==> src/ecct_pkg.sv <==
package ecct_pkg;

    // Register word indices on the plain register port.
    localparam logic [2:0] ADDR_MODE = 3'h0;
    localparam logic [2:0] ADDR_CAPCMP = 3'h1;
    localparam logic [2:0] ADDR_OUTCTL = 3'h2;
    localparam logic [2:0] ADDR_PRESCALE = 3'h3;
    localparam logic [2:0] ADDR_COUNTER = 3'h4;
    localparam logic [2:0] ADDR_REG_A = 3'h5;
    localparam logic [2:0] ADDR_REG_B = 3'h6;

    localparam int DATA_W = 16;
    localparam int ADDR_W = 3;

    // Field positions in the mode register.
    localparam int MODE_WRAP_BIT = 0;
    localparam int MODE_CLRTOG_BIT = 1;
    localparam int MODE_LO_BIT = 2;

    // Field positions in the capture/compare control register.
    localparam int CC_A_CAP_BIT = 0;
    localparam int CC_REV_BIT = 1;
    localparam int CC_B_CAP_BIT = 2;

    // Field positions in the prescale register.
    localparam int PS_DIV_LO = 0;
    localparam int PS_EDGE_A_LO = 4;
    localparam int PS_EDGE_B_LO = 6;

    // Operating modes held in the two mode-select bits.
    localparam logic [1:0] MODE_STOP = 2'h0;
    localparam logic [1:0] MODE_FREE = 2'h1;
    localparam logic [1:0] MODE_CLEAR = 2'h2;

    // Trigger edge selections.
    localparam logic [1:0] EDGE_FALL = 2'h0;
    localparam logic [1:0] EDGE_RISE = 2'h1;
    localparam logic [1:0] EDGE_NONE = 2'h2;
    localparam logic [1:0] EDGE_BOTH = 2'h3;

    // Output toggle field encodings.
    localparam logic [1:0] TOG_NONE = 2'h0;
    localparam logic [1:0] TOG_A = 2'h1;
    localparam logic [1:0] TOG_B = 2'h2;
    localparam logic [1:0] TOG_BOTH = 2'h3;

    // Prescaler terminal counts for divide by 1, 4, 16 and 64.
    localparam logic [5:0] DIV_LIMIT_0 = 6'h00;
    localparam logic [5:0] DIV_LIMIT_1 = 6'h03;
    localparam logic [5:0] DIV_LIMIT_2 = 6'h0F;
    localparam logic [5:0] DIV_LIMIT_3 = 6'h3F;

    // Values after reset and the counter's top value.
    localparam logic [15:0] RESET_WORD = 16'h0000;
    localparam logic [15:0] COUNT_MAX = 16'hFFFF;
    localparam logic [15:0] COUNT_ONE = 16'h0001;

endpackage : ecct_pkg

==> src/ecct_timer.sv <==
// Notes on behaviour
// - Mode 10 counts up and clears to zero on each valid edge of A.
// - In clear-and-start mode a capture into B on an A edge also clears the counter.
// - Triggers are sampled and need two equal samples to count as edges.
// - Reverse phase: in mode 10 the selected edge of A clears; the opposite edge captures into A.
// - Reverse-phase capture into register A raises no interrupt A.
// - In reverse phase, a selected edge on B raises interrupt A only.
// - Clear-toggle bit inverts the output on valid A edges in modes 01 and 10; matches use the toggle field.
// - Toggle field: 00 none, 01 match A, 10 match B, 11 either.
// - Both capturing in mode 10: A edge captures B, clears, toggles if clear-toggle is set.
// - Register A capturing from B captures on B edges and raises A.
// - Pulse width: A captures on the opposite edge of A, B on the selected edge.
// - A compare match raises its interrupt and leaves the counter alone.
// - Register A takes its capture trigger from input A or input B.
// - Register B captures only from valid edges of input A.
// - Mode 01 counts up continuously on the count clock.
// - Free-running: after FFFFH the wrap flag sets and the count wraps.
// - Each register is compare or capture independently.
// - Both comparing: matches raise interrupts and toggle the output as the toggle field selects.
// - A comparing, B capturing: A edges capture into B, raise B.
//
// Our own choices: strobed register access and the register addresses.
module ecct_timer (
    input wire logic CLOCK,
    input wire logic SRST,
    input wire logic [ecct_pkg::ADDR_W-1:0] ADDR,
    input wire logic [ecct_pkg::DATA_W-1:0] WDATA,
    input wire logic WR,
    input wire logic RD,
    output logic [ecct_pkg::DATA_W-1:0] RDATA,
    input wire logic TRIGGER_IN_A,
    input wire logic TRIGGER_IN_B,
    output logic TOGGLE_OUT,
    output logic IRQ_A,
    output logic IRQ_B
);
    import ecct_pkg::*;

    logic [1:0] mode_sel;
    logic clear_toggle_sel;
    logic wrap_flag;
    logic a_capture;
    logic reverse_phase_sel;
    logic b_capture;
    logic [1:0] output_control;
    logic [1:0] prescale_select;
    logic [1:0] edge_a_sel;
    logic [1:0] edge_b_sel;
    logic [15:0] up_counter;
    logic [15:0] capcmp_reg_a;
    logic [15:0] capcmp_reg_b;
    logic [5:0] div_count;
    logic [5:0] div_limit;
    logic tick;
    logic rise_a;
    logic fall_a;
    logic rise_b;
    logic fall_b;
    logic running;
    logic edge_a_valid;
    logic edge_a_rev;
    logic edge_b_valid;
    logic cap_a_ev;
    logic cap_b_ev;
    logic clear_ev;
    logic match_a;
    logic match_b;
    logic b_irq_only;
    logic wrap_ev;
    logic toggle_ev;
    logic [1:0] next_mode_sel;
    logic next_clear_toggle_sel;
    logic next_wrap_flag;
    logic next_a_capture;
    logic next_reverse_phase_sel;
    logic next_b_capture;
    logic [1:0] next_output_control;
    logic [1:0] next_prescale_select;
    logic [1:0] next_edge_a_sel;
    logic [1:0] next_edge_b_sel;
    logic [15:0] next_up_counter;
    logic [15:0] next_capcmp_reg_a;
    logic [15:0] next_capcmp_reg_b;
    logic [5:0] next_div_count;
    logic [15:0] next_rdata;
    logic next_toggle_out;
    logic next_irq_a;
    logic next_irq_b;

    // One qualifier per trigger pin, both sampled on the count tick.
    ecct_edge_qual u_qual_a (
        .clock(CLOCK),
        .srst(SRST),
        .pin(TRIGGER_IN_A),
        .sample(tick),
        .rise(rise_a),
        .fall(fall_a)
    );

    ecct_edge_qual u_qual_b (
        .clock(CLOCK),
        .srst(SRST),
        .pin(TRIGGER_IN_B),
        .sample(tick),
        .rise(rise_b),
        .fall(fall_b)
    );

    // Edge selection; the reverse phase is the opposite edge of the same pin.
    always_comb begin
        unique case (prescale_select)
            2'h0: div_limit = DIV_LIMIT_0;
            2'h1: div_limit = DIV_LIMIT_1;
            2'h2: div_limit = DIV_LIMIT_2;
            2'h3: div_limit = DIV_LIMIT_3;
        endcase
        tick = (div_count >= div_limit); // Ends a count above a new limit.
        running = (mode_sel == MODE_FREE) || (mode_sel == MODE_CLEAR);
        edge_a_valid = ((edge_a_sel == EDGE_RISE) && rise_a)
            || ((edge_a_sel == EDGE_FALL) && fall_a)
            || ((edge_a_sel == EDGE_BOTH) && (rise_a || fall_a));
        edge_a_rev = ((edge_a_sel == EDGE_RISE) && fall_a)
            || ((edge_a_sel == EDGE_FALL) && rise_a)
            || ((edge_a_sel == EDGE_BOTH) && (rise_a || fall_a));
        edge_b_valid = ((edge_b_sel == EDGE_RISE) && rise_b)
            || ((edge_b_sel == EDGE_FALL) && fall_b)
            || ((edge_b_sel == EDGE_BOTH) && (rise_b || fall_b));
    end

    // Event decode for captures, clears, matches and wrap.
    always_comb begin
        cap_a_ev = running && a_capture
            && (reverse_phase_sel ? edge_a_rev : edge_b_valid);
        cap_b_ev = running && b_capture && edge_a_valid;
        clear_ev = (mode_sel == MODE_CLEAR) && edge_a_valid;
        match_a = running && tick && !a_capture
            && (up_counter == capcmp_reg_a);
        match_b = running && tick && !b_capture
            && (up_counter == capcmp_reg_b);
        // edge B raises A without capture
        b_irq_only = running && a_capture && reverse_phase_sel
            && edge_b_valid;
        wrap_ev = running && tick && (up_counter == COUNT_MAX);
        // toggle on valid A edges while running if clear-toggle is set, and on matches the toggle field selects
        toggle_ev = (clear_toggle_sel && running && edge_a_valid)
            || (output_control[0] && match_a)
            || (output_control[1] && match_b);
    end

    // Counter, capture registers and interrupt pulses.
    always_comb begin
        next_up_counter = up_counter;
        next_capcmp_reg_a = capcmp_reg_a;
        next_capcmp_reg_b = capcmp_reg_b;
        next_div_count = tick ? 6'h00 : div_count + 6'h01;
        if (WR && ADDR == ADDR_REG_A) begin
            next_capcmp_reg_a = WDATA;
        end
        if (WR && ADDR == ADDR_REG_B) begin
            next_capcmp_reg_b = WDATA;
        end
        // count on each tick, wrapping past the top
        if (running && tick) begin
            next_up_counter = up_counter + COUNT_ONE;
        end
        if (!running || clear_ev) begin
            next_up_counter = RESET_WORD;
        end
        // captures take the count held before the clear
        if (cap_a_ev) begin
            next_capcmp_reg_a = up_counter;
        end
        if (cap_b_ev) begin
            next_capcmp_reg_b = up_counter;
        end
        // no interrupt for a reverse-phase capture
        next_irq_a = match_a || b_irq_only
            || (cap_a_ev && !reverse_phase_sel);
        next_irq_b = match_b || cap_b_ev;
        next_toggle_out = TOGGLE_OUT ^ toggle_ev;
    end

    // Control registers and the wrap flag; a wrap beats a software clear.
    always_comb begin
        next_mode_sel = mode_sel;
        next_clear_toggle_sel = clear_toggle_sel;
        next_wrap_flag = wrap_flag;
        next_a_capture = a_capture;
        next_reverse_phase_sel = reverse_phase_sel;
        next_b_capture = b_capture;
        next_output_control = output_control;
        next_prescale_select = prescale_select;
        next_edge_a_sel = edge_a_sel;
        next_edge_b_sel = edge_b_sel;
        if (WR && ADDR == ADDR_MODE) begin
            next_mode_sel = WDATA[MODE_LO_BIT +: 2];
            next_clear_toggle_sel = WDATA[MODE_CLRTOG_BIT];
            next_wrap_flag = wrap_flag & WDATA[MODE_WRAP_BIT];
        end
        if (WR && ADDR == ADDR_CAPCMP) begin
            next_a_capture = WDATA[CC_A_CAP_BIT];
            next_reverse_phase_sel = WDATA[CC_REV_BIT];
            next_b_capture = WDATA[CC_B_CAP_BIT];
        end
        if (WR && ADDR == ADDR_OUTCTL) begin
            next_output_control = WDATA[1:0];
        end
        if (WR && ADDR == ADDR_PRESCALE) begin
            next_prescale_select = WDATA[PS_DIV_LO +: 2];
            next_edge_a_sel = WDATA[PS_EDGE_A_LO +: 2];
            next_edge_b_sel = WDATA[PS_EDGE_B_LO +: 2];
        end
        if (wrap_ev) begin
            next_wrap_flag = 1'b1;
        end
    end

    // Read data is held only in the cycle after the read strobe.
    always_comb begin
        next_rdata = RESET_WORD;
        if (RD) begin
            unique case (ADDR)
                ADDR_MODE: next_rdata = {12'h000, mode_sel,
                    clear_toggle_sel, wrap_flag};
                ADDR_CAPCMP: next_rdata = {13'h0000, b_capture,
                    reverse_phase_sel, a_capture};
                ADDR_OUTCTL: next_rdata = {14'h0000, output_control};
                ADDR_PRESCALE: next_rdata = {8'h00, edge_b_sel,
                    edge_a_sel, 2'h0, prescale_select};
                ADDR_COUNTER: next_rdata = up_counter;
                ADDR_REG_A: next_rdata = capcmp_reg_a;
                ADDR_REG_B: next_rdata = capcmp_reg_b;
                default: next_rdata = RESET_WORD;
            endcase
        end
    end

    // All state of the block apart from the two edge qualifiers.
    always_ff @(posedge CLOCK) begin
        if (SRST) begin
            mode_sel <= MODE_STOP;
            clear_toggle_sel <= 1'b0;
            wrap_flag <= 1'b0;
            a_capture <= 1'b0;
            reverse_phase_sel <= 1'b0;
            b_capture <= 1'b0;
            output_control <= TOG_NONE;
            prescale_select <= 2'h0;
            edge_a_sel <= EDGE_FALL;
            edge_b_sel <= EDGE_FALL;
            up_counter <= RESET_WORD;
            capcmp_reg_a <= RESET_WORD;
            capcmp_reg_b <= RESET_WORD;
            div_count <= DIV_LIMIT_0;
            RDATA <= RESET_WORD;
            TOGGLE_OUT <= 1'b0;
            IRQ_A <= 1'b0;
            IRQ_B <= 1'b0;
        end else begin
            mode_sel <= next_mode_sel;
            clear_toggle_sel <= next_clear_toggle_sel;
            wrap_flag <= next_wrap_flag;
            a_capture <= next_a_capture;
            reverse_phase_sel <= next_reverse_phase_sel;
            b_capture <= next_b_capture;
            output_control <= next_output_control;
            prescale_select <= next_prescale_select;
            edge_a_sel <= next_edge_a_sel;
            edge_b_sel <= next_edge_b_sel;
            up_counter <= next_up_counter;
            capcmp_reg_a <= next_capcmp_reg_a;
            capcmp_reg_b <= next_capcmp_reg_b;
            div_count <= next_div_count;
            RDATA <= next_rdata;
            TOGGLE_OUT <= next_toggle_out;
            IRQ_A <= next_irq_a;
            IRQ_B <= next_irq_b;
        end
    end
endmodule // ecct_timer

==> src/ecct_edge_qual.sv <==
// Synchronises one trigger pin and accepts a level change only after it
// has been seen on two consecutive sample ticks.
module ecct_edge_qual (
    input wire logic clock,
    input wire logic srst,
    input wire logic pin,
    input wire logic sample,
    output logic rise,
    output logic fall
);
    import ecct_pkg::*;

    logic sync_1;
    logic sync_2;
    logic last_sample;
    logic stable;
    logic next_last_sample;
    logic next_stable;
    logic next_rise;
    logic next_fall;

    // The pin is asynchronous, so only the second stage is looked at.
    always_ff @(posedge clock) begin
        sync_1 <= pin;
        sync_2 <= sync_1;
    end

    // A change counts once two samples in a row agree on the new level.
    // two-sample qualification
    always_comb begin
        next_last_sample = last_sample;
        next_stable = stable;
        next_rise = 1'b0;
        next_fall = 1'b0;
        if (sample) begin
            next_last_sample = sync_2;
            if (sync_2 == last_sample && sync_2 != stable) begin
                next_stable = sync_2;
                next_rise = sync_2;
                next_fall = ~sync_2;
            end
        end
    end

    // Registers of the qualifier.
    always_ff @(posedge clock) begin
        if (srst) begin
            last_sample <= 1'b0;
            stable <= 1'b0;
            rise <= 1'b0;
            fall <= 1'b0;
        end else begin
            last_sample <= next_last_sample;
            stable <= next_stable;
            rise <= next_rise;
            fall <= next_fall;
        end
    end
endmodule // ecct_edge_qual

==> config.mk <==
export PLATFORM = sky130hd
export DESIGN_NAME = ecct_timer
export DESIGN_NICKNAME = d
export VERILOG_FILES = /design/src/ecct_pkg.sv /design/src/ecct_timer.sv /design/src/ecct_edge_qual.sv
export SDC_FILE = /design/constraint.sdc
export NUM_CORES = 1
export LEC_CHECK = 0
export BUFFER_PORTS_ARGS = -buffer_cell sky130_fd_sc_hd__buf_4
export CAP_MARGIN = 20
export CORE_ASPECT_RATIO = 1.75
export CORE_MARGIN = 2
export CORE_UTILIZATION = 56
export DETAILED_ROUTE_END_ITERATION = 7
export HOLD_SLACK_MARGIN = 0.03
export MAX_ROUTING_LAYER = met4
export PLACE_DENSITY_LB_ADDON = 0.05
export SLEW_MARGIN = 0
export SYNTH_ARGS = -nofsm -noshare
export SYNTH_HDL_FRONTEND = slang
export SYNTH_SLANG_ARGS = --single-unit
==> constraint.sdc <==
create_clock -name CLOCK -period 3.6 [get_ports CLOCK]
set_clock_uncertainty 0.2 [all_clocks]
set_input_delay 0.72 -clock CLOCK [delete_from_list [all_inputs] [get_ports CLOCK]]
set_output_delay 0.72 -clock CLOCK [all_outputs]
set_load 0.005 [all_outputs]
=== After elaboration in Yosys (flattened, before gate mapping) ===
Cells that the tools add are included.

* Bits in registers: 100
* Input bits: 25
* Output and inout bits: 19

* Add/subtract/negate cells: 2
* Magnitude comparators: 1
* Equality and inequality tests: 22
* Multiplexer cells: 9
* Bitwise operators: 8
* Reductions and logical operators: 67

{| class="wikitable"
|+ Operators by type and width
! cell !! number
|-
| $pmux 16 s7 || 1
|-
| $mux 16 || 4
|-
| $logic_and 1x1->1 || 34
|-
| $eq 16x16->1 || 2
|-
| $pmux 6 s4 || 1
|-
| $add 16x1->16 const B || 1
|-
| $eq 16x16->1 const B || 1
|-
| $logic_or 1x1->1 || 15
|-
| $eq 2x2->1 const B || 5
|-
| $eq 3x3->1 const B || 3
|-
| $eq 2x1->1 const B || 4
|-
| $add 6x1->6 const B || 1
|-
| $eq 3x2->1 const B || 2
|-
| $ge 6x6->1 || 1
|-
| $logic_not 2->1 || 3
|-
| $not 1->1 || 6
|-
| $reduce_bool 2->1 || 3
|-
| $reduce_or 2->1 || 3
|-
| $reduce_or 3->1 || 2
|-
| $logic_not 1->1 || 4
|-
| $reduce_and 2->1 || 2
|-
| $eq 3x1->1 const B || 1
|-
| $logic_not 3->1 || 1
|-
| $mux 1 || 3
|-
| other kinds (4) || 6
|}

=== Depth between registers and ports, before layout ===
Gate-level depths: netlist of the first run.

* Depth after elaboration: 10
* Depth in mapped cells: 9

=== By module ===
From an unflattened synthesis of the first run, not the netlist that was laid out.

* Cell total of the unflattened synthesis: 563
* Area, all modules: 5132.4 um2

{| class="wikitable"
|+ Modules (own cells, without submodules)
! module !! instances !! cells an instance !! area each (um2) !! sequential area each (um2)
|-
| ecct_timer || 1 || 529 || 4722.0 || 1761.7
|-
| ecct_edge_qual || 2 || 17 || 205.2 || 120.1
|}

=== Least setup slack after synthesis of the first run ===
No wires, ideal clock.

* Kind: flip-flop to flip-flop
* Start point: register prescale_select[1]
* End point: register TOGGLE_OUT
* Setup time: 121 ps
* Data arrival time: 2225 ps
* Data required time: 3279 ps
* Path slack: 1054 ps
* Cell stages (with the launch flop): 9
* Path buffers: 0
* Cells stage by stage: dfxtp_1 -> or2_2 -> ha_1 -> nand2b_1 -> a21o_1 -> a21oi_1 -> or4_4 -> o211a_1 -> mux2_4

* Longest elaborated chain between the ends: 10
* Elaborated cells on any way between the ends: 16
* Classes of those cells: order compare (1); eq/ne (3); mux (1); bitwise (1); reduce/logical (10)

{| class="wikitable"
|+ RTL lines
! item !! RTL line !! text
|-
| from (decl) || ecct_timer.sv:46 || <nowiki>logic [1:0] prescale_select;</nowiki>
|-
| from (signal assigned) || ecct_timer.sv:267 || <nowiki>prescale_select <= next_prescale_select;</nowiki>
|-
| $eq 2x2->1 (tied with other cells) || ecct_timer.sv:111 || <nowiki>unique case (prescale_select)</nowiki>
|-
| $pmux 6 s4 (*) || ecct_timer.sv:111 ||
|-
| $ge 6x6->1 (*) || ecct_timer.sv:117 || <nowiki>tick = (div_count >= div_limit);</nowiki>
|-
| $logic_and 1x1->1 (*) || ecct_timer.sv:136, ecct_timer.sv:138 ||
|-
| $logic_and 1x1->1 || ecct_timer.sv:136 || <nowiki>match_a = running && tick && !a_capture</nowiki>
|-
| $logic_and 1x1->1 || ecct_timer.sv:137 || <nowiki>&& (up_counter == capcmp_reg_a);</nowiki>
|-
| $logic_and 1x1->1 || ecct_timer.sv:146 || <nowiki>|| (output_control[0] && match_a)</nowiki>
|-
| $logic_or 1x1->1 || ecct_timer.sv:146 ||
|-
| $logic_or 1x1->1 (*) || ecct_timer.sv:147 || <nowiki>|| (output_control[1] && match_b);</nowiki>
|-
| $xor 1x1->1 (*) || ecct_timer.sv:180 || <nowiki>next_toggle_out = TOGGLE_OUT ^ toggle_ev;</nowiki>
|-
| to (signal assigned) || ecct_timer.sv:275 || <nowiki>TOGGLE_OUT <= next_toggle_out;</nowiki>
|-
| to (decl) || ecct_timer.sv:33 || <nowiki>output logic TOGGLE_OUT,</nowiki>
|}

Mark *: on every way between the ends. The rest lies on a longest branch, timed or not.
A chain may end at the register's enable or synchronous reset.

=== Worst setup path in the final report of the first run ===
Ends and elaborated chain as after synthesis.

==> run_results.csv, run 1 <==
group,metric,value,unit
grt,grt_max_degree,40,
synthesis,synth-compound-area-share,0.0879,
clock_tree,htree_num_levels,3,
power_and_ir_drop,power.switching,534,uW
clock_tree,cts_buffers,9,
worst_setup_path,required,3.64,ns
route,met2WireLength,6790,um
sta,fin_ws,0.829,ns
sta,rsz0062_at_grt,"no",
floorplan,die_h,131,um
clock_tree,cts_sinks,100,
synthesis,ys_seq_area_frac,0.389,
sta,min_period_over_period,0.770,
synthesis,synthAdderAreaFrac,0.0243,
route,wirelength,12700,um
synthesis,avgSynthCellArea,9.07,um2
power_and_ir_drop,leakage,2.54,nW
synthesis,synth_edf_count,0,
synthesis,yosys.area_share.simple,0.188,
grt,grt_pass1_vias,3894,
sta,setup_viol,0,
synthesis,synthMuxAreaShare,0.173,
sta,slew_violations,0,
grt,grt_usage,0.268,
final_layout,nets,620,
clock_tree,cts_resized,0,
floorplan,die_w,76.4,um
floorplan,rows,46,
power_and_ir_drop,p_total,2.24,mW
sta,fmax,361,MHz
worst_setup_path,cpLargestDelayFamily,"simple AND/OR/NAND/NOR gates",
sta,hold_viol,0,
route,drtPass1Iterations,4,
placement,io_buffers,43,
final_layout,antenna_cells,0,
floorplan,die_area,0.00999,mm2
clock_tree,tritoncts,"yes",
final_layout,ff_latch_area,0.00200,mm2
synthesis,ys_types,49,
clock_tree,clock_path_buffers,2,
min_path,whs_path_depth,0,
synthesis,synth_xor_area_frac,0.0884,
power_and_ir_drop,p_comb_frac,0.075,
route,drt-initial-drc-count,178,
min_path,hp-class,"flop to flop",
worst_setup_path,crit_path_end_kind,"flop",
power_and_ir_drop,power_frac_seq,0.511,
route,topRoutingLayerUsed,"met4",
placement,dp_cells,694,
worst_setup_path,worstPathCellList,"or2_2, ha_1, nand2b_1, a21o_1, a21oi_1, or4_4, o211a_1, mux2_4",
synthesis,yosys_warnings,0,
synthesis,yosys.area.top_type,"dfxtp_1",
route,met1_length,4980,um
sta,fin_crit,2.77,ns
power_and_ir_drop,p_clk_frac,0.414,
floorplan,io_pins,44,
worst_setup_path,worstPathMaxFanout,5,
placement,pre_cts_slack,0.647,ns
job,drv_cap,0,
worst_setup_path,r2r_cells,8,
synthesis,syn-cell-area,0.00514,mm2
power_and_ir_drop,power.internal,1.71,mW
final_layout,multi_input_area,0.00289,mm2
route,ant_nets,0,
power_and_ir_drop,swShare,0.238,
final_layout,final_cells,710,
clock_tree,cts.hold.buffers_added,0,
final_layout,drive_gt1_frac,0.161,
clock_tree,cts_setup_buffers,0,
floorplan,core-area,0.00898,mm2
synthesis,synth_common_cells,"100 x dfxtp_1, 95 x nor2_1, 65 x mux2i_1",
synthesis,synth_fp_nets,602,
sta,relSlewSlack,0.328,
synthesis,synth_seq_cells,100,
status,status,"finished, final reports clean",
sta,tightest_slew,1.01,ns
floorplan,start_util,0.572,
route,wl_per_cell,17.9,um
power_and_ir_drop,max-vdd-ir-drop,262,uV
clock_tree,cts_root_buffer,"clkbuf_16",
synthesis,synthArstFlopShare,0,
clock_tree,insertion_delay,0.35,ns
worst_setup_path,cpPeakStageDelay,0.57,ns
worst_setup_path,startpoint_type,"flop",
synthesis,synth_top_cells_by_area,"dfxtp_1 39%, mux2i_1 13%, nor2_1 6.9%, xor2_1 6.8%, mux2_2 3.5%",
worst_setup_path,cp.depth,8,
power_and_ir_drop,power.density,388,mW/mm2
synthesis,synth_top_area_share,0.389,
final_layout,area_growth,12.3,%
sta,holdWs,0.128,ns
grt,grt_pass1_wl,20200,um
placement,gp_congestion,0.856,
final_layout,n_fill_cell,776,
grt,antenna_found_initial,0,
route,vias_per_cell,5.81,
synthesis,synth-main-ff-cell,"dfxtp_1",
synthesis,synth_top_family_by_area,"simple AND/OR/NAND/NOR gates",
clock_tree,clkTransAtPathRegs,0.07,ns
placement,dpl.hpwl,9060,um
sta,setup_tns,0,ns
route,met3_length,508,um
worst_setup_path,critPathSlowestCell,"or4_4",
route,route.detailed.drc,0,
worst_setup_path,arrival,2.81,ns
worst_setup_path,criticalPathCategory,"flop to flop",
worst_setup_path,critPathBufInv,0,
synthesis,synthCells,567,
grt,grt_remaining_overflow,0,
synthesis,synth.most_common_cell,"dfxtp_1",
route,vias,4123,
==> through the flow <==
stage	cell area, um2	utilization
finish	5770	0.643
global route	5770	0.643
CTS	5770	0.643
detailed placement	5490	0.611
global placement	5490	0.611
floorplan	5140	-
==> kinds of logic (layout without fill, tap and decap cells) <==
family,Yosys count,in the layout
and+or+nand+nor,197,197
DFF,100,100
muxes,84,84
AOI/OAI and AO/OA,67,67
buffers and inverters,58,81
xor gates and xnor gates,51,51
adders and majority gates,10,10
==> path summary, 6_finish.rpt <==
path | end | startpoint | slack (ns)
min reg2reg | u_qual_b.sync_2$_DFF_P_ | u_qual_b.sync_1$_DFF_P_ | 0.13
min | u_qual_b.sync_2$_DFF_P_ | u_qual_b.sync_1$_DFF_P_ | 0.13
max | TOGGLE_OUT$_SDFF_PP0_ | prescale_select[1]$_SDFFE_PP0P_ | 0.83
max reg2reg | TOGGLE_OUT$_SDFF_PP0_ | prescale_select[1]$_SDFFE_PP0P_ | 0.83
==> power by group through the flow <==
stage	logic, mW	clock network, mW	registers [mW]
floorplan	0.112	0	1.16
global placement	0.166	0	1.17
detailed placement	0.168	0	1.17
CTS	0.169	0.941	1.14
global route	0.184	0.993	1.15
finish	0.169	0.927	1.14
==> layout make-up <==
type,count,share of cell area
timing repair buffer,53,0.0689
inverter,12,0.00780
sequential,100,0.347
clock inverter,5,0.00628
multi-input combinational,409,0.501
tap,120,0.0260
clock buffer,11,0.0438
==> sequential cells by signal (all words and copies together), names as in the netlist, 6 cells and up <==
signal and count:
capcmp_reg_b 16, div_count 6, capcmp_reg_a 16, RDATA 16, up_counter 16
==> layer usage <==
metal | vias to the layer above | GRT usage
li1 | 2007 | -
met1 | 1966 | 0.292
met4 | 0 | 0.112
met2 | 125 | 0.485
met3 | 25 | 0.0426
met5 | - | -
==> worst reg2reg max path, cell delays in order, from the launching register on <==
cell and delay, ns:
dfxtp_1 0.35, or2_2 0.32, ha_1 0.27, nand2b_1 0.12
a21o_1 0.14, a21oi_1 0.13, or4_4 0.57, o211a_1 0.26
mux2_4 0.30
==> placed cells by master (no fill, tap or decap), types with 3 or more instances in the layout <==
| cell type | instances |
|---|---|
| a211oi_1 | 16 |
| a21o_1 | 7 |
| a21oi_1 | 24 |
| and2_1 | 5 |
| and3_1 | 5 |
| buf_4 | 53 |
| clkbuf_16 | 9 |
| clkinvlp_4 | 3 |
| dfxtp_1 | 100 |
| ha_1 | 10 |
| inv_1 | 12 |
| mux2_2 | 16 |
| mux2i_1 | 65 |
| nand2_1 | 17 |
| nand2b_1 | 5 |
| nand3_1 | 13 |
| nand4_1 | 17 |
| nor2_1 | 95 |
| nor2b_1 | 5 |
| nor3_1 | 10 |
| nor3b_1 | 7 |
| nor4_1 | 5 |
| o21ai_0 | 7 |
| xnor2_1 | 10 |
| xor2_1 | 40 |
Note: power is estimated with default switching activity, not from simulation.
==> inputs of run 2 (changes only) <==
Settings changed: CORE_UTILIZATION 56 to 54.
Clock period 3.6 ns to 2.5 ns, I/O delays scaled along.
==> run 2 against run 1 <==
  * The run now ends with negative setup slack left
  * Critical path type unchanged
  * Power grew 49%
  * Largest cell class unchanged
  * Combinational power rose by 64%
  * Clock power grew 52%
  * Flip-flop and latch count is the same
  * Die area rose by 3.6%
  * Worst hold slack worse by 0.077 ns
  * Non-clock buffer count grew 29
==> run_results.csv, run 2 (synthesis gave the netlist of run 1 again) <==
group,metric,value,unit
status,status,"finished, violations left",
status,violations,"negative setup slack",
placement,placed_area,0.00572,mm2
power_and_ir_drop,power.internal,2.55,mW
clock_tree,tritoncts,"yes",
power_and_ir_drop,p_comb_frac,0.083,
power_and_ir_drop,power_frac_seq,0.495,
worst_setup_path,worstPathCellList,"or2_4, ha_4, nand2b_4, a21o_1, a21oi_2, or4_4, o211a_1, mux2_4",
clock_tree,clkTransAtPathRegs,0.07,ns
final_layout,ff_latch_area,0.00201,mm2
grt,grt_pass1_vias,4374,
floorplan,die_h,133,um
worst_setup_path,crit_path_end_kind,"flop",
placement,dp_cells,722,
worst_setup_path,critPathSlowestCell,"or4_4",
worst_setup_path,startpoint_type,"flop",
floorplan,start_util,0.550,
route,ant_nets,0,
floorplan,rows,47,
placement,pre_cts_slack,-0.136,ns
sta,setup_tns,-0.00639,ns
worst_setup_path,required,2.53,ns
final_layout,antenna_cells,0,
worst_setup_path,critPathBufInv,0,
job,drv_cap,0,
route,drtPass1Iterations,5,
final_layout,nets,649,
route,wirelength,13800,um
floorplan,core-area,0.00935,mm2
route,route.detailed.drc,0,
power_and_ir_drop,p_total,3.33,mW
worst_setup_path,criticalPathCategory,"flop to flop",
power_and_ir_drop,leakage,2.72,nW
final_layout,area_growth,18.7,%
sta,holdWs,0.0509,ns
placement,io_buffers,43,
clock_tree,insertion_delay,0.35,ns
floorplan,die_w,77.8,um
worst_setup_path,rrSetupSlack,-0.006,ns
final_layout,layout_commonest_cell,"dfxtp_1",
grt,grt_usage,0.290,
final_layout,multi_input_area,0.00296,mm2
worst_setup_path,worstPathMaxFanout,3,
min_path,hp-class,"input pin to flop",
sta,fmax,399,MHz
worst_setup_path,cpLargestDelayFamily,"simple AND/OR/NAND/NOR gates",
clock_tree,htree_num_levels,3,
power_and_ir_drop,power.density,546,mW/mm2
grt,antenna_found_initial,0,
sta,relSlewSlack,0.722,
sta,fin_ws,-0.00639,ns
clock_tree,cts_root_buffer,"clkbuf_16",
grt,grt_max_degree,35,
final_layout,final_area,0.00610,mm2
route,vias_per_cell,5.76,
sta,hold_viol,0,
grt,grt_pass1_wl,22300,um
route,wl_per_cell,18.7,um
clock_tree,clock_path_buffers,2,
power_and_ir_drop,swShare,0.233,
route,drt-initial-drc-count,223,
power_and_ir_drop,power.switching,777,uW
final_layout,n_fill_cell,817,
clock_tree,cts_sinks,100,
final_layout,drive_gt1_frac,0.216,
placement,gp_congestion,0.927,
route,vias,4266,
final_layout,final_cell_mix,"97 x dfxtp_1, 94 x nor2_1, 80 x buf_4, 65 x mux2i_1, 40 x xor2_1",
sta,rsz0062_at_grt,"yes",
clock_tree,cts_buffers,9,
power_and_ir_drop,max-vdd-ir-drop,558,uV
sta,slew_violations,0,
floorplan,io_pins,44,
placement,dpl.hpwl,10100,um
sta,setup_viol,1,
final_layout,final_cells,741,
sta,min_period_over_period,1.00,
floorplan,die_area,0.0103,mm2
worst_setup_path,arrival,2.54,ns
power_and_ir_drop,p_clk_frac,0.422,
grt,grt_remaining_overflow,0,
sta,fin_crit,2.51,ns
worst_setup_path,cpPeakStageDelay,0.43,ns
sta,tightest_slew,0.416,ns
final_layout,post-route-util,0.652,
run 2: worst register-to-register path: stages, from the launching register on:
cell and delay (ns):
dfxtp_2 0.33, or2_4 0.26, ha_4 0.27, nand2b_4 0.13
a21o_1 0.15, a21oi_2 0.09, or4_4 0.43, o211a_1 0.25
mux2_4 0.29
run 2: power by group through the flow:
stage               clock, mW  sequential [mW]  combinational [mW]
floorplan                   0             1.68               0.163
global placement            0             1.68               0.262
detailed placement          0             1.68               0.268
CTS                      1.43             1.65               0.275
global route             1.49             1.65               0.302
finish                   1.41             1.65               0.278
run 2: repair_timing:
item | in CTS | in global routing
pin swaps | 5 | 5
buffers inserted | 2 | 1
hold buffers | 0 | 0
resized for setup | 7 | 4
setup endpoints to repair | 1 | 16
run 2: final cells by class:
class	count	share of cell area
multi-input cells	409	0.485
well taps	122	0.0250
flip-flops and latches	100	0.329
clock inverters	3	0.00759
clock buffers	13	0.0410
repair buffers	82	0.105
inverters	12	0.00738
run 2: path summary, 6_finish.rpt:
path              cells past startpoint                       to                       startpoint
setup reg to reg                      8    TOGGLE_OUT$_SDFF_PP0_  prescale_select[0]$_SDFFE_PP0P_
hold reg to reg                       0  u_qual_b.sync_2$_DFF_P_          u_qual_b.sync_1$_DFF_P_
hold / removal                        1  u_qual_a.sync_1$_DFF_P_                     TRIGGER_IN_A
setup / recovery                      8    TOGGLE_OUT$_SDFF_PP0_  prescale_select[0]$_SDFFE_PP0P_
run 2: per-layer routing:
layer | routed length (um) | part of all wire | up-vias | global-route usage
met5 | 0 | 0 | - | -
met4 | 544 | 0.039 | 0 | 0.129
met3 | 436 | 0.031 | 43 | 0.0382
met2 | 7690 | 0.56 | 101 | 0.542
met1 | 5180 | 0.37 | 2066 | 0.293
li1 | - | - | 2056 | -
==> inputs of run 3 (changes only) <==
--- a/config.mk
+++ b/config.mk
@@ -8,9 +8,9 @@
 export BUFFER_PORTS_ARGS = -buffer_cell sky130_fd_sc_hd__buf_4
 export CAP_MARGIN = 20
-export CORE_ASPECT_RATIO = 1.75
+export CORE_ASPECT_RATIO = 2
 export CORE_MARGIN = 2
 export CORE_UTILIZATION = 54
 export DETAILED_ROUTE_END_ITERATION = 7
-export HOLD_SLACK_MARGIN = 0.03
+export HOLD_SLACK_MARGIN = 0.06
 export MAX_ROUTING_LAYER = met4
 export PLACE_DENSITY_LB_ADDON = 0.05
==> constraint.sdc (replaced) <==
create_clock -name CLOCK -period 2.5 [get_ports CLOCK]
set_clock_uncertainty 0.2 [all_clocks]
set_input_delay 0.125 -clock CLOCK [delete_from_list [all_inputs] [get_ports CLOCK]]
set_output_delay 0.125 -clock CLOCK [all_outputs]
set_load 0.005 [all_outputs]
==> run 3 against run 2 <==
  * The run now ends clean
  * Maximum frequency up 1.5%
  * Cell area up 2.6%
  * Sequential share of layout area down 0.81 points
  * Register-to-register slack better by 0.04 ns
  * Core utilization up 1.9 points
  * Via count up 1.2%
  * Cell count up 0.13%
  * Highest routed layer unchanged
  * Flip-flop and latch count unchanged
  * Die area up 0.15%
  * Combinational power up 7.6%
  * Routed wire length down 0.12%
==> run_results.csv, run 3 (synthesis gave the netlist of run 1 again) <==
group,metric,value,unit
status,status,"finished, final reports clean",
worst_setup_path,startpoint_type,"flop",
power_and_ir_drop,p_comb_frac,0.091,
sta,fmax,405,MHz
sta,fin_ws,0.0305,ns
job,drv_cap,0,
placement,pre_cts_slack,-0.156,ns
final_layout,nets,668,
placement,dpl.hpwl,9780,um
power_and_ir_drop,power.switching,831,uW
sta,tightest_slew,0.761,ns
power_and_ir_drop,max-vdd-ir-drop,513,uV
worst_setup_path,cp.depth,8,
route,wirelength,13800,um
grt,grt_remaining_overflow,0,
grt,top_usage_layer,"met2",
grt,antenna_found_initial,0,
route,drt-initial-drc-count,255,
worst_setup_path,reg2reg_from,"prescale_select[1]$_SDFFE_PP0P_",
clock_tree,clock_path_buffers,2,
final_layout,final_cell_mix,"96 x dfxtp_1, 94 x nor2_1, 78 x buf_4, 65 x mux2i_1, 40 x xor2_1",
power_and_ir_drop,power.density,525,mW/mm2
grt,grt_pass1_wl,22400,um
sta,fin_crit,2.47,ns
clock_tree,cts_sinks,100,
clock_tree,cts_root_buffer,"clkbuf_16",
sta,rsz0062_at_grt,"yes",
grt,grt_use_met3,0.0390,
worst_setup_path,criticalPathCategory,"flop to flop",
grt,grt_pass1_vias,4495,
route,ant_nets,0,
worst_setup_path,r2r_cells,8,
worst_setup_path,cpLargestDelayFamily,"simple AND/OR/NAND/NOR gates",
floorplan,core-area,0.00932,mm2
placement,io_buffers,43,
power_and_ir_drop,p_clk_frac,0.408,
final_layout,antenna_cells,0,
grt,grt_util_met2,0.537,
sta,setup_viol,0,
clock_tree,htree_num_levels,3,
placement,gp_congestion,0.902,
worst_setup_path,crit_path_end_kind,"flop",
grt,grt_max_degree,34,
worst_setup_path,worstPathMaxFanout,4,
final_layout,drive_gt1_frac,0.212,
floorplan,die_area,0.0104,mm2
min_path,whs_path_depth,4,
worst_setup_path,arrival,2.50,ns
sta,hold_viol,0,
route,vias_per_cell,5.82,
sta,setup_tns,0,ns
clock_tree,cts_buffers,9,
clock_tree,insertion_delay,0.35,ns
sta,slew_violations,0,
final_layout,layout_commonest_cell,"dfxtp_1",
worst_setup_path,cpPeakStageDelay,0.43,ns
min_path,hp-class,"input pin to flop",
route,vias,4317,
floorplan,io_pins,44,
sta,holdWs,0.0869,ns
route,route.detailed.drc,0,
clock_tree,clkTransAtPathRegs,0.07,ns
floorplan,die_h,142,um
power_and_ir_drop,p_total,3.28,mW
worst_setup_path,critPathBufInv,0,
worst_setup_path,required,2.53,ns
power_and_ir_drop,power_frac_seq,0.501,
floorplan,die_w,73.0,um
route,drtPass1Iterations,5,
route,wl_per_cell,18.6,um
sta,relSlewSlack,0.489,
power_and_ir_drop,swShare,0.253,
floorplan,rows,50,
power_and_ir_drop,leakage,2.79,nW
floorplan,start_util,0.551,
min_path,worstHoldEndpoint,"RDATA[5]$_SDFF_PP0_",
worst_setup_path,worstPathCellList,"or2_4, ha_4, nand2b_4, a21o_1, a21oi_2, or4_4, o211a_1, mux2_4",
worst_setup_path,critPathSlowestCell,"or4_4",
min_path,hold_start,"RD",
worst_setup_path,rrSetupSlack,0.03,ns
clock_tree,tritoncts,"yes",
grt,gr-usage-met1,0.297,
sta,min_period_over_period,0.988,
grt,grt_usage,0.291,
final_layout,area_growth,21.8,%
worst_setup_path,reg2reg_to,"TOGGLE_OUT$_SDFF_PP0_",
power_and_ir_drop,power.internal,2.45,mW
## run 3: layout make-up
type	instances	area, um2
fill	781	3060
multi-input combinational	409	2970
sequential	100	2010
timing repair buffer	101	826
clock buffer	9	225
tap	104	130
clock inverter	7	60.1
inverter	12	45.0
## run 3: stage by stage
| stage | cells | util | cell area (um2) |
|---|---|---|---|
| 3_5_place_dp | 703 | 0.609 | 5680 |
| 6_report | 742 | 0.672 | 6260 |
| 5_1_grt | 742 | 0.672 | 6260 |
| 2_1_floorplan | 567 | - | 5150 |
| 3_3_place_gp | 703 | 0.609 | 5680 |
| 4_1_cts | 742 | 0.670 | 6240 |
## run 3: per-layer routing
metal	vias up	routed length (um)
li1	2106	-
met5	-	0
met2	108	7950
met3	23	449
met4	0	315
met1	2080	5110
## run 3: power groups by stage
stage          logic, mW  registers (mW)  clock network (mW)
2_1_floorplan      0.163            1.68                   0
3_3_place_gp       0.260            1.68                   0
3_5_place_dp       0.265            1.68                   0
4_1_cts            0.298            1.65                1.36
5_1_grt            0.324            1.65                1.42
6_report           0.299            1.65                1.34
## run 3: worst max-delay path by stage
stage	from	to	slack, ns
after floorplan	prescale_select[1]$_SDFFE_PP0P_	TOGGLE_OUT$_SDFF_PP0_	0.01
after global placement	prescale_select[0]$_SDFFE_PP0P_	TOGGLE_OUT$_SDFF_PP0_	-0.03
after detailed placement	prescale_select[0]$_SDFFE_PP0P_	TOGGLE_OUT$_SDFF_PP0_	-0.16
after CTS	prescale_select[1]$_SDFFE_PP0P_	up_counter[14]$_SDFFE_PP0N_	0.03
after global routing	prescale_select[1]$_SDFFE_PP0P_	TOGGLE_OUT$_SDFF_PP0_	-0.02
final	prescale_select[1]$_SDFFE_PP0P_	TOGGLE_OUT$_SDFF_PP0_	0.03
## run 3: tightest hold or removal path, cell delays in order
cell and delay, ns:
buf_4 0.08, nand3b_1 0.10, buf_4 0.20, nor2_1 0.10
## run 3: repair_timing
item	4_1_cts	5_1_grt
endpoints found under the hold margin	61	0
hold buffers	22	0
pin swaps	5	1
endpoints found under the setup margin	1	15
setup buffers	1	0
resized for setup	8	4
